### config.mk
export PLATFORM = sky130hd
export DESIGN_NAME = pb_size_align_split
export DESIGN_NICKNAME = d
export VERILOG_FILES = /design/src/pb_size_align_pkg.sv /design/src/pb_size_align_split.sv
export SDC_FILE = /design/constraint.sdc
export NUM_CORES = 1
export LEC_CHECK = 0
export BUFFER_PORTS_ARGS = -buffer_cell sky130_fd_sc_hd__buf_2
export CELL_PAD_IN_SITES_DETAIL_PLACEMENT = 0
export CELL_PAD_IN_SITES_GLOBAL_PLACEMENT = 1
export CORE_ASPECT_RATIO = 1.1
export CORE_MARGIN = 2
export CORE_UTILIZATION = 48
export DETAILED_ROUTE_END_ITERATION = 7
export PLACE_DENSITY_LB_ADDON = 0.25
export SLEW_MARGIN = 20
export SYNTH_ARGS = -nofsm -noshare
export SYNTH_HDL_FRONTEND = slang
export SYNTH_HIERARCHICAL = 1
export SYNTH_SLANG_ARGS = --single-unit
### constraint.sdc
create_clock -name clk -period 14.7 [get_ports clk]
set_clock_uncertainty 0.15 [all_clocks]
set_input_delay 4.41 -clock clk [delete_from_list [all_inputs] [get_ports clk]]
set_output_delay 4.41 -clock clk [all_outputs]
set_load 0.05 [all_outputs]
### src/pb_size_align_pkg.sv
// constants and state type of the processor-bus size and alignment splitter
package pb_size_align_pkg;
  localparam int unsigned DW_BYTES   = 8;
  localparam int unsigned WORD_BYTES = 4;
  localparam int unsigned LINE_BYTES = 32;
  localparam int unsigned BURST_BEATS = 4;
  localparam int unsigned FIFO_WORDS = 4;
  // bit 3 is the extra size bit, bits 2:0 the ordinary size field
  localparam logic [3:0] SIZE_DW     = 4'h0;
  localparam logic [3:0] SIZE_EXT16  = 4'h9;
  localparam logic [3:0] SIZE_EXT24  = 4'hA;
  localparam logic [3:0] SIZE_BURST  = 4'h2;
  localparam logic [7:0] LANES_ALL   = 8'hFF;
  localparam logic [7:0] LANES_NONE  = 8'h00;
  localparam logic [31:0] ADDR_RESET = 32'h0000_0000;

  typedef enum logic [1:0] {
    ST_IDLE,
    ST_PLAN,
    ST_ADDR,
    ST_DATA
  } split_state_t;
endpackage

### src/pb_size_align_split.sv
// splitter of write requests into legal processor-bus transactions, with fifo
// What this block does
// [RULE1] Split requests into single, misaligned, extended and burst beats.
// [RULE2] Low three address bits pick the byte lane, 000 is lane 0.
// [RULE3] Single-beat size codes 0001..0111 for 1..7 bytes, 0000 for eight.
// [RULE4] A single beat never runs past the end of its doubleword.
// [RULE5] Lane choice depends on size and address only, never byte order.
// [RULE6] Misaligned single beats only when compatibility mode is set.
// [RULE7] In compatibility mode, a beat up to a word stays in one word.
// [RULE8] In compatibility mode, longer beats start or end on a word boundary.
// [RULE9] The processor keeps its misaligned transfers inside one doubleword.
// [RULE10] Software keeps the processor from unsupported misaligned transfers.
// [RULE11] Every burst starts on a 32-byte boundary, so never wraps.
// [RULE12] Unaligned starts use singles or extended beats up to the boundary.
// [RULE13] Every addressed slave accepts 32-byte bursts; nothing checks it.
// [RULE14] Extended 16 and 24 byte transfers only with the enable set.
// [RULE15] Bursts assert the burst indicator with code 0010; others negate it.
// [RULE16] Extended off: reach boundaries using beats of eight bytes or fewer.
`timescale 1ns/1ps
`default_nettype none

module pb_word_fifo
  import pb_size_align_pkg::*;
#(
  parameter int unsigned W     = 64,
  parameter int unsigned DEPTH = FIFO_WORDS
) (
  input  wire logic                       clk,
  input  wire logic                       rst_b,
  input  wire logic                       flush,
  input  wire logic                       in_valid,
  output logic                            in_ready,
  input  wire logic [W-1:0]               in_data,
  output logic                            out_valid,
  input  wire logic                       out_ready,
  output logic [W-1:0]                    out_data,
  output logic [$clog2(DEPTH+1)-1:0]      level
);
  localparam int unsigned PW = (DEPTH > 1) ? $clog2(DEPTH) : 1;
  localparam int unsigned CW = $clog2(DEPTH+1);

  logic [W-1:0]  mem [DEPTH];
  logic [PW-1:0] wr_ptr;
  logic [PW-1:0] rd_ptr;
  logic [CW-1:0] count;
  logic          push;
  logic          pop;

  assign in_ready  = (count != CW'(DEPTH));
  assign out_valid = (count != '0);
  assign out_data  = mem[rd_ptr];
  assign level     = count;
  assign push      = in_valid && in_ready && !flush;
  assign pop       = out_valid && out_ready && !flush;

  function automatic logic [PW-1:0] bump(input logic [PW-1:0] p);
    bump = (p == PW'(DEPTH-1)) ? '0 : p + PW'(1);
  endfunction

  always_ff @(posedge clk) begin
    if (push) begin
      mem[wr_ptr] <= in_data;
    end
  end

  always_ff @(posedge clk) begin
    if (!rst_b || flush) begin
      wr_ptr <= '0;
      rd_ptr <= '0;
      count  <= '0;
    end else begin
      if (push) begin
        wr_ptr <= bump(wr_ptr);
      end
      if (pop) begin
        rd_ptr <= bump(rd_ptr);
      end
      count <= count + CW'(push) - CW'(pop);
    end
  end
endmodule // pb_word_fifo

module pb_size_align_split
  import pb_size_align_pkg::*;
#(
  parameter int unsigned LEN_W  = 16,
  parameter int unsigned DEPTH  = FIFO_WORDS
) (
  input  wire logic              clk,
  input  wire logic              rst_b,
  input  wire logic              ext_cycle_enable,
  input  wire logic              misalign_compat_enable,
  input  wire logic              req_valid,
  output logic                   req_ready,
  input  wire logic [31:0]       req_addr,
  input  wire logic [LEN_W-1:0]  req_len,
  output logic                   req_done,
  output logic                   req_error,
  input  wire logic              wr_valid,
  output logic                   wr_ready,
  input  wire logic [63:0]       wr_data,
  output logic                   pbus_start,
  output logic [31:0]            pbus_addr,
  output logic [3:0]             pbus_size_code,
  output logic                   pbus_burst_n,
  output logic [7:0]             pbus_lane_en,
  output logic [63:0]            pbus_wdata_lanes,
  output logic                   pbus_wdata_valid,
  input  wire logic              pbus_xfer_ack_n,
  input  wire logic              pbus_beat_valid_n,
  input  wire logic              pbus_xfer_err_n
);
  localparam int unsigned CW = $clog2(DEPTH+1);

  split_state_t   state;
  logic [31:0]    cur_addr;
  logic [LEN_W-1:0] remain;
  logic [5:0]     tx_bytes;
  logic [2:0]     tx_beats;
  logic [2:0]     beats_left;
  logic           tx_pop_last;
  logic           tx_multi;

  logic [CW-1:0]  level;
  logic           fifo_pop;
  logic           fifo_flush;
  logic           fifo_valid;

  logic [2:0]     off;
  logic [4:0]     line_off;
  logic [5:0]     rem_cap;
  logic [5:0]     ext_bytes;
  logic [3:0]     single_avail;
  logic [3:0]     single_n;
  logic [5:0]     next_bytes;
  logic [2:0]     next_beats;
  logic [3:0]     next_size;
  logic           next_burst;
  logic           next_multi;
  logic [7:0]     next_lanes;
  logic           next_pop_last;
  logic           beat_ok;
  logic           last_beat;
  logic           req_last;

  function automatic logic [5:0] min6(input logic [5:0] a,
                                      input logic [5:0] b);
    min6 = (a < b) ? a : b;
  endfunction

  // largest legal single beat (at most a word without compat) at lane o with n bytes still fitting the dw
  function automatic logic [3:0] single_size(input logic [2:0] o,
                                             input logic [3:0] n,
                                             input logic       compat);
    logic [3:0] end_lane;
    single_size = 4'h1;
    end_lane    = {1'b0, o} + n;
    if (!compat) begin
      // natural alignment only
      if (o[0] || n < 4'h2) begin // RULE6
        single_size = 4'h1;
      end else if (o[1] || n < 4'h4) begin
        single_size = 4'h2;
      end else begin
        single_size = 4'h4;
      end
    end else if (o[2] || end_lane <= 4'(WORD_BYTES)) begin
      single_size = n; // RULE7
    end else if (n > 4'(WORD_BYTES) &&
                 (o == 3'h0 || end_lane == 4'(DW_BYTES))) begin
      single_size = n; // RULE8
    end else begin
      // cut back to the word boundary so the piece stays in one word
      single_size = 4'(WORD_BYTES) - {2'b00, o[1:0]}; // RULE7
    end
  endfunction

  assign off      = cur_addr[2:0]; // RULE2
  assign line_off = cur_addr[4:0];
  assign rem_cap  = (remain >= LEN_W'(LINE_BYTES)) ? 6'(LINE_BYTES)
                                                   : remain[5:0];
  assign ext_bytes = min6(6'(LINE_BYTES) - {1'b0, line_off}, rem_cap)
                     & 6'h38;
  assign single_avail = 4'(min6(6'(DW_BYTES) - {3'b000, off}, rem_cap));
  assign single_n = single_size(off, single_avail, misalign_compat_enable);

  always_comb begin
    next_bytes = {2'b00, single_n};
    next_beats = 3'h1;
    next_size  = (single_n == 4'(DW_BYTES)) ? SIZE_DW : single_n; // RULE3
    next_burst = 1'b0;
    next_multi = 1'b0;
    // RULE5
    next_lanes = 8'((16'h00FF >> (4'(DW_BYTES) - single_n)) << off);
    if (line_off == 5'h00 && remain >= LEN_W'(LINE_BYTES)) begin
      next_bytes = 6'(LINE_BYTES); // RULE11
      next_beats = 3'(BURST_BEATS);
      next_size  = SIZE_BURST; // RULE15
      next_burst = 1'b1;
      next_multi = 1'b1;
      next_lanes = LANES_ALL;
    end else if (off == 3'h0 && ext_cycle_enable &&
                 ext_bytes >= 6'(2*DW_BYTES)) begin
      next_bytes = ext_bytes; // RULE12
      next_beats = ext_bytes[5:3];
      next_size  = (ext_bytes == 6'(2*DW_BYTES)) ? SIZE_EXT16
                                                 : SIZE_EXT24; // RULE14
      next_multi = 1'b1;
      next_lanes = LANES_ALL;
    end else if (off == 3'h0 && remain >= LEN_W'(DW_BYTES)) begin
      next_bytes = 6'(DW_BYTES); // RULE16
      next_size  = SIZE_DW; // RULE4
      next_lanes = LANES_ALL;
    end
  end

  // a partial beat keeps the fifo word unless it finishes the dw or request
  assign next_pop_last = next_multi ||
      next_lanes[7] ||
      (remain == LEN_W'(next_bytes));

  assign beat_ok   = (state == ST_DATA) &&
                     (!pbus_xfer_ack_n ||
                      (ext_cycle_enable && !pbus_beat_valid_n));
  assign last_beat = beat_ok && (beats_left == 3'h1);
  assign req_last  = (remain == LEN_W'(tx_bytes));
  assign fifo_pop  = beat_ok && (tx_multi || !last_beat || tx_pop_last);
  assign fifo_flush = (state == ST_DATA) && !pbus_xfer_err_n;

  assign req_ready        = (state == ST_IDLE);
  assign pbus_start       = (state == ST_ADDR);
  assign pbus_wdata_valid = (state == ST_DATA) && fifo_valid;

  pb_word_fifo #(
    .W     (64),
    .DEPTH (DEPTH)
  ) u_fifo (
    .clk       (clk),
    .rst_b     (rst_b),
    .flush     (fifo_flush),
    .in_valid  (wr_valid),
    .in_ready  (wr_ready),
    .in_data   (wr_data),
    .out_valid (fifo_valid),
    .out_ready (fifo_pop),
    .out_data  (pbus_wdata_lanes),
    .level     (level)
  );

  // sequencing of one request through its transactions
  always_ff @(posedge clk) begin
    if (!rst_b) begin
      state <= ST_IDLE;
    end else begin
      unique case (state)
        ST_IDLE: begin
          if (req_valid && req_len != '0) begin
            state <= ST_PLAN;
          end
        end
        ST_PLAN: begin
          // hold until all beats are buffered so the slave never stalls
          if (level >= CW'(next_beats)) begin
            state <= ST_ADDR;
          end
        end
        ST_ADDR: begin
          state <= ST_DATA;
        end
        ST_DATA: begin
          if (!pbus_xfer_err_n) begin
            state <= ST_IDLE;
          end else if (last_beat) begin
            state <= req_last ? ST_IDLE : ST_PLAN; // RULE1
          end
        end
      endcase
    end
  end

  // request progress
  always_ff @(posedge clk) begin
    if (!rst_b) begin
      cur_addr <= ADDR_RESET;
      remain   <= '0;
    end else if (state == ST_IDLE && req_valid) begin
      cur_addr <= req_addr;
      remain   <= req_len;
    end else if (last_beat && pbus_xfer_err_n) begin
      cur_addr <= cur_addr + 32'(tx_bytes);
      remain   <= remain - LEN_W'(tx_bytes);
    end
  end

  // transaction attributes held through address and data phases
  always_ff @(posedge clk) begin
    if (!rst_b) begin
      pbus_addr      <= ADDR_RESET;
      pbus_size_code <= SIZE_DW;
      pbus_burst_n   <= 1'b1;
      pbus_lane_en   <= LANES_NONE;
      tx_bytes       <= '0;
      tx_beats       <= '0;
      tx_multi       <= 1'b0;
      tx_pop_last    <= 1'b0;
    end else if (state == ST_PLAN && level >= CW'(next_beats)) begin
      pbus_addr      <= cur_addr;
      pbus_size_code <= next_size;
      pbus_burst_n   <= !next_burst; // RULE15
      pbus_lane_en   <= next_lanes;
      tx_bytes       <= next_bytes;
      tx_beats       <= next_beats;
      tx_multi       <= next_multi;
      tx_pop_last    <= next_pop_last;
    end else if (state == ST_IDLE) begin
      pbus_burst_n   <= 1'b1;
      pbus_lane_en   <= LANES_NONE;
    end
  end

  always_ff @(posedge clk) begin
    if (!rst_b) begin
      beats_left <= '0;
    end else if (state == ST_ADDR) begin
      beats_left <= tx_beats;
    end else if (beat_ok) begin
      beats_left <= beats_left - 3'h1;
    end
  end

  always_ff @(posedge clk) begin
    if (!rst_b) begin
      req_done  <= 1'b0;
      req_error <= 1'b0;
    end else begin
      req_done  <= last_beat && req_last && pbus_xfer_err_n;
      req_error <= (state == ST_DATA) && !pbus_xfer_err_n;
    end
  end
endmodule // pb_size_align_split

`default_nettype wire

==> results.txt <==
- Result of the run: completed
- At the worst endpoint, the required time is 14990 ps.
- Number of iterations in the first detailed-routing pass: 5
- Detailed router's first-iteration violation count: 782
- The cell area that synthesis handed to floorplanning was 16630 um2.
* Vias in the first global route: 10.69k
- Total power: 0.003780 W
* I/O pin total: 236
- For this run, design rule violations remaining after detail routing come to 0.
- Placeable Area: 34200 um2
- Detailed placement ended at an HPWL of 25010 um.
- Synthesis produced 1250 cells.
- The Yosys step of the flow raised 6 warnings.
- Terminating pin of the worst hold path: pbus_addr[9]
- Setup slack on the worst reg-to-reg path comes out at 6240 ps.
- Clock-pin slew was measured on the worst setup and hold paths at 60 ps.
* Unrepaired setup endpoints after global routing: no
- Summed over all layers, the global routing overflow is 0.
- Die outline height: 199.2 um
* Maximum achievable frequency: 0.1181 GHz
- Dividing the detail-routed wire length by the instance count gives 19.58 um.
- Share of cell area taken by muxes after synthesis: 9.118%
- Worst hold slack: 298.4 ps
- Wire length reported by the detailed router: 38100 um
* Clock period minus worst slack: 8464 ps
- Setup TNS after final layout: 0 ps
* Root Driver: clkbuf_16
- The post-route netlist has 27.48% of its cells at a drive strength greater than 1.
- The die covers 36160 um2.
- Post-layout nets: 1640
* Number of port buffers: 235
* Setup-failing EPs final: 0
- Post-synthesis simple-gate area fraction: 10.51%
- CTS saw 374 sinks.
- The number of max-slew violations in the final report came to 0.
* Clock insertion delay at the later pin of the skew report: 530 ps
- Largest family of logic cells by synthesized area: compound AO/OA/AOI/OAI gates
- The clock network is responsible for 26.2% of the overall power.
* Placer congestion estimate: 0.9042
- Routed via count divided by cell count: 5.642
- Highest cell delay on the worst timing path: 880 ps
* Critical path type: reg -> reg
- Share of the synthesized netlist area taken by xor and xnor gates: 2.422%
* Max-capacitance violation count: 0
- For this design the static power due to leakage is 6.983 nW.
- Registers are responsible for 36.7% of the overall power.
- The number of failing hold endpoints at the final stage is 0.
* Number of cells on the worst hold path: 2
- In the synthesized netlist the dominant register cell turns out to be edfxtp_1.
* CTS Hold Buffers Added: 0
* Finished Core Util: 56.75%
* Number of vias after detailed routing: 10.98k
* Cell Int Power: 0.002350 W
- At the pin with the least slew margin, the transition time is 1066 ps.
- Avg Inst Size Synth: 13.31 um2
* Net Sw Frac: 37.82%
- Library cell appearing most often on the critical path: ha_1
* Antenna violations before repair: 2
- Clock buffer count from CTS: 39
* Max-Slew Margin vs Limit: 28.92%
- For this design, the slowest cell found on the critical path is dfxtp_1.
- In this run the deepest clock path goes through 3 buffers.
- STA classifies the critical path startpoint as a flip-flop.
- Global-route wire length before repair: 59510 um
- Initial Utilization: 48.63%
* Total net switching power: 0.001430 W
* Gate power share: 37.1%
* Number of enable flip-flop cells after synthesis: 256
- Worst setup EP type: flip-flop
- Arrival time at the worst endpoint: 8760 ps
- Summing the areas of all compound-gate instances in the mapped netlist gives 10.64% of the synthesized area.
- After synthesis the netlist holds a flip-flop and latch count of 374.
- Synth-to-Final Area Change: 16.69%
* Async set-or-reset flop fraction in the synthesized netlist: 0%
- P per Cell Area: 194.8 nW/um2
- Global routing used 20.94% of the available tracks across all layers.
- In this run the remaining antenna-violating nets after routing total 0.
* Hold Path Origin: pbus_addr[9]
- The H-tree generated during clock tree synthesis spans 2 levels.
* Distinct cell type count after synthesis: 94
- The die is 181.5 um wide.
- Maximum vdd ir drop: 103.0 uV
- In this run the worst path has a maximum fanout of 16.
- For the worst flop-to-flop path, the logic depth is 26.
* TritonCTS clock tree: built
- Reg-to-reg endpoint: tx_pop_last
- Classification of the worst-slack hold path: reg -> reg
* Syn nets: 1417
- In this run, post-CTS repair resized a total of 0 instances.
* Post-route fraction of the period consumed by the critical path: 57.58%
* Adder and majority gate portion of the synthesized area: 3.701%
* Number of fill cells: 2837
- After synthesis, flip-flops and latches occupy 60.42% of the total area.
- Once the clock tree was built, the setup fixing pass inserted 0 buffers.
- Worst reg2reg startpoint: cur_addr[1]
- Placement Rows: 71
- Largest net degree at the start of global routing: 103
[routing by layer]
metal,share of wire [%],track usage [%]
met2,49,34.57
met1,44,29.02
met4,1.3,5.119
met3,6.2,3.718
met5,0.031,0
[how the worst max path moves through the flow]
| stage | slack (ps) | depth (start not counted) | start | endpoint |
|---|---|---|---|---|
| 2_1_floorplan | 7020 | 13 | misalign_compat_enable | tx_pop_last |
| 3_3_place_gp | 6510 | 13 | misalign_compat_enable | tx_pop_last |
| 3_5_place_dp | 6350 | 26 | cur_addr[1] | tx_pop_last |
| 4_1_cts | 6330 | 26 | cur_addr[1] | tx_pop_last |
| 5_1_grt | 5530 | 26 | cur_addr[1] | tx_pop_last |
| 6_report | 6240 | 26 | cur_addr[1] | tx_pop_last |
[synth_stat cells (all sizes together), types with 5 or more instances]
cell	count	share of area [%]
buf	26	1.2
o211ai	11	0.50
a311oi	12	0.74
mux4	64	8.7
mux2i	6	0.36
nand2b	8	0.30
ha	42	3.2
xnor2	22	1.2
xor2	24	1.3
a31oi	9	0.34
a21oi	77	2.3
o21ai	36	1.1
edfxtp	256	46
or4	5	0.24
and3	14	0.56
and2	13	0.53
nand2	131	3.0
a211oi	39	1.8
dfxtp	118	14
nor4	11	0.59
o31ai	6	0.38
nor2	88	2.0
nor2b	12	0.45
and4	7	0.38
nand3	17	0.51
nand4	17	0.64
inv	41	0.93
or3	9	0.41
a21o	10	0.48
clkbuf	38	1.0
nor3	18	0.54
[cells by family (layout without fill, tap and decap cells)]
| family | after synthesis | in the layout |
|---|---|---|
| compound gates | 248 | 248 |
| xor+xnor | 46 | 46 |
| simple gates | 358 | 358 |
| other cells | 0 | 5 |
| flops | 374 | 374 |
| mux | 71 | 71 |
| fa+ha+maj | 47 | 47 |
| buf+inv | 106 | 359 |
[critical path: cells and delay by family, from the launching register on]
family	cells	cell delay, ps
buffers and inverters	4	970
and+or+nand+nor	5	1400
muxes	2	1010
AOI/OAI and AO/OA	11	2520
DFF	1	880
adders and majority gates	4	1450
[stage by stage]
step / setup slack (ps) / cell area (um2) / std cells
after floorplan: 7022 / 16630 / 1250
after global placement: 6505 / 18070 / 1869
after detailed placement: 6354 / 18070 / 1869
after CTS: 6333 / 19370 / 1940
after global routing: 5526 / 19400 / 1942
final: 6236 / 19410 / 1946
[layout make-up]
class | count | area (um2) | area share, %
multi-input cells | 770 | 6057 | 31.21
diodes | 5 | 12.51 | 0.06447
clock buffers | 51 | 1064 | 5.480
well taps | 438 | 548.0 | 2.824
flip-flops and latches | 374 | 10050 | 51.80
clock inverters | 20 | 236.5 | 1.218
repair buffers | 246 | 1279 | 6.588
inverters | 42 | 157.7 | 0.8123
[layout by cell type, fill, tap and decap left out, drive strengths merged, types with 4 or more instances in the layout]
cell type | synthesis | layout
dfxtp | 118 | 118
a2111oi | 4 | 4
a311oi | 12 | 12
nand2b | 8 | 8
nand4 | 17 | 17
nand3 | 17 | 17
and2 | 13 | 13
xnor2 | 22 | 22
nor3 | 18 | 18
a211oi | 39 | 39
buf | 26 | 246
inv | 41 | 43
or3 | 9 | 9
and3 | 14 | 14
edfxtp | 256 | 256
a21oi | 77 | 77
bufinv | 0 | 5
or4 | 5 | 5
a21boi | 4 | 4
nor2b | 12 | 12
xor2 | 24 | 24
o211a | 4 | 4
nand2 | 131 | 131
ha | 42 | 42
nor4 | 11 | 11
and4 | 7 | 7
fa | 4 | 4
nor2 | 88 | 88
a21o | 10 | 10
o211ai | 11 | 11
mux2i | 6 | 6
clkinv | 1 | 14
o21ai | 36 | 36
clkbuf | 38 | 51
mux4 | 64 | 64
a31oi | 9 | 9
o31ai | 6 | 6
diode | 0 | 5
[registers in the layout, indices dropped and copies added (netlist names), named ones only]
register,flops
beats_left,3
cur_addr,32
pbus_addr,32
pbus_burst_n,1
pbus_lane_en,8
pbus_size_code,4
remain,16
req_done,1
req_error,1
state,2
tx_beats,1
tx_bytes,6
tx_multi,1
tx_pop_last,1
u_fifo/level,3
u_fifo/mem,256
u_fifo/rd_ptr,2
u_fifo/wr_ptr,2
[power by group through the flow]
stage | registers (W) | clock network (W) | logic [W]
global route | 0.00140 | 0.00106 | 0.00152
detailed placement | 0.00141 | 0 | 0.00139
finish | 0.00139 | 0.000992 | 0.00140
CTS | 0.00139 | 0.00102 | 0.00140
floorplan | 0.00146 | 0 | 0.00102
global placement | 0.00140 | 0 | 0.00139
Power figures use the tool's default switching activity.
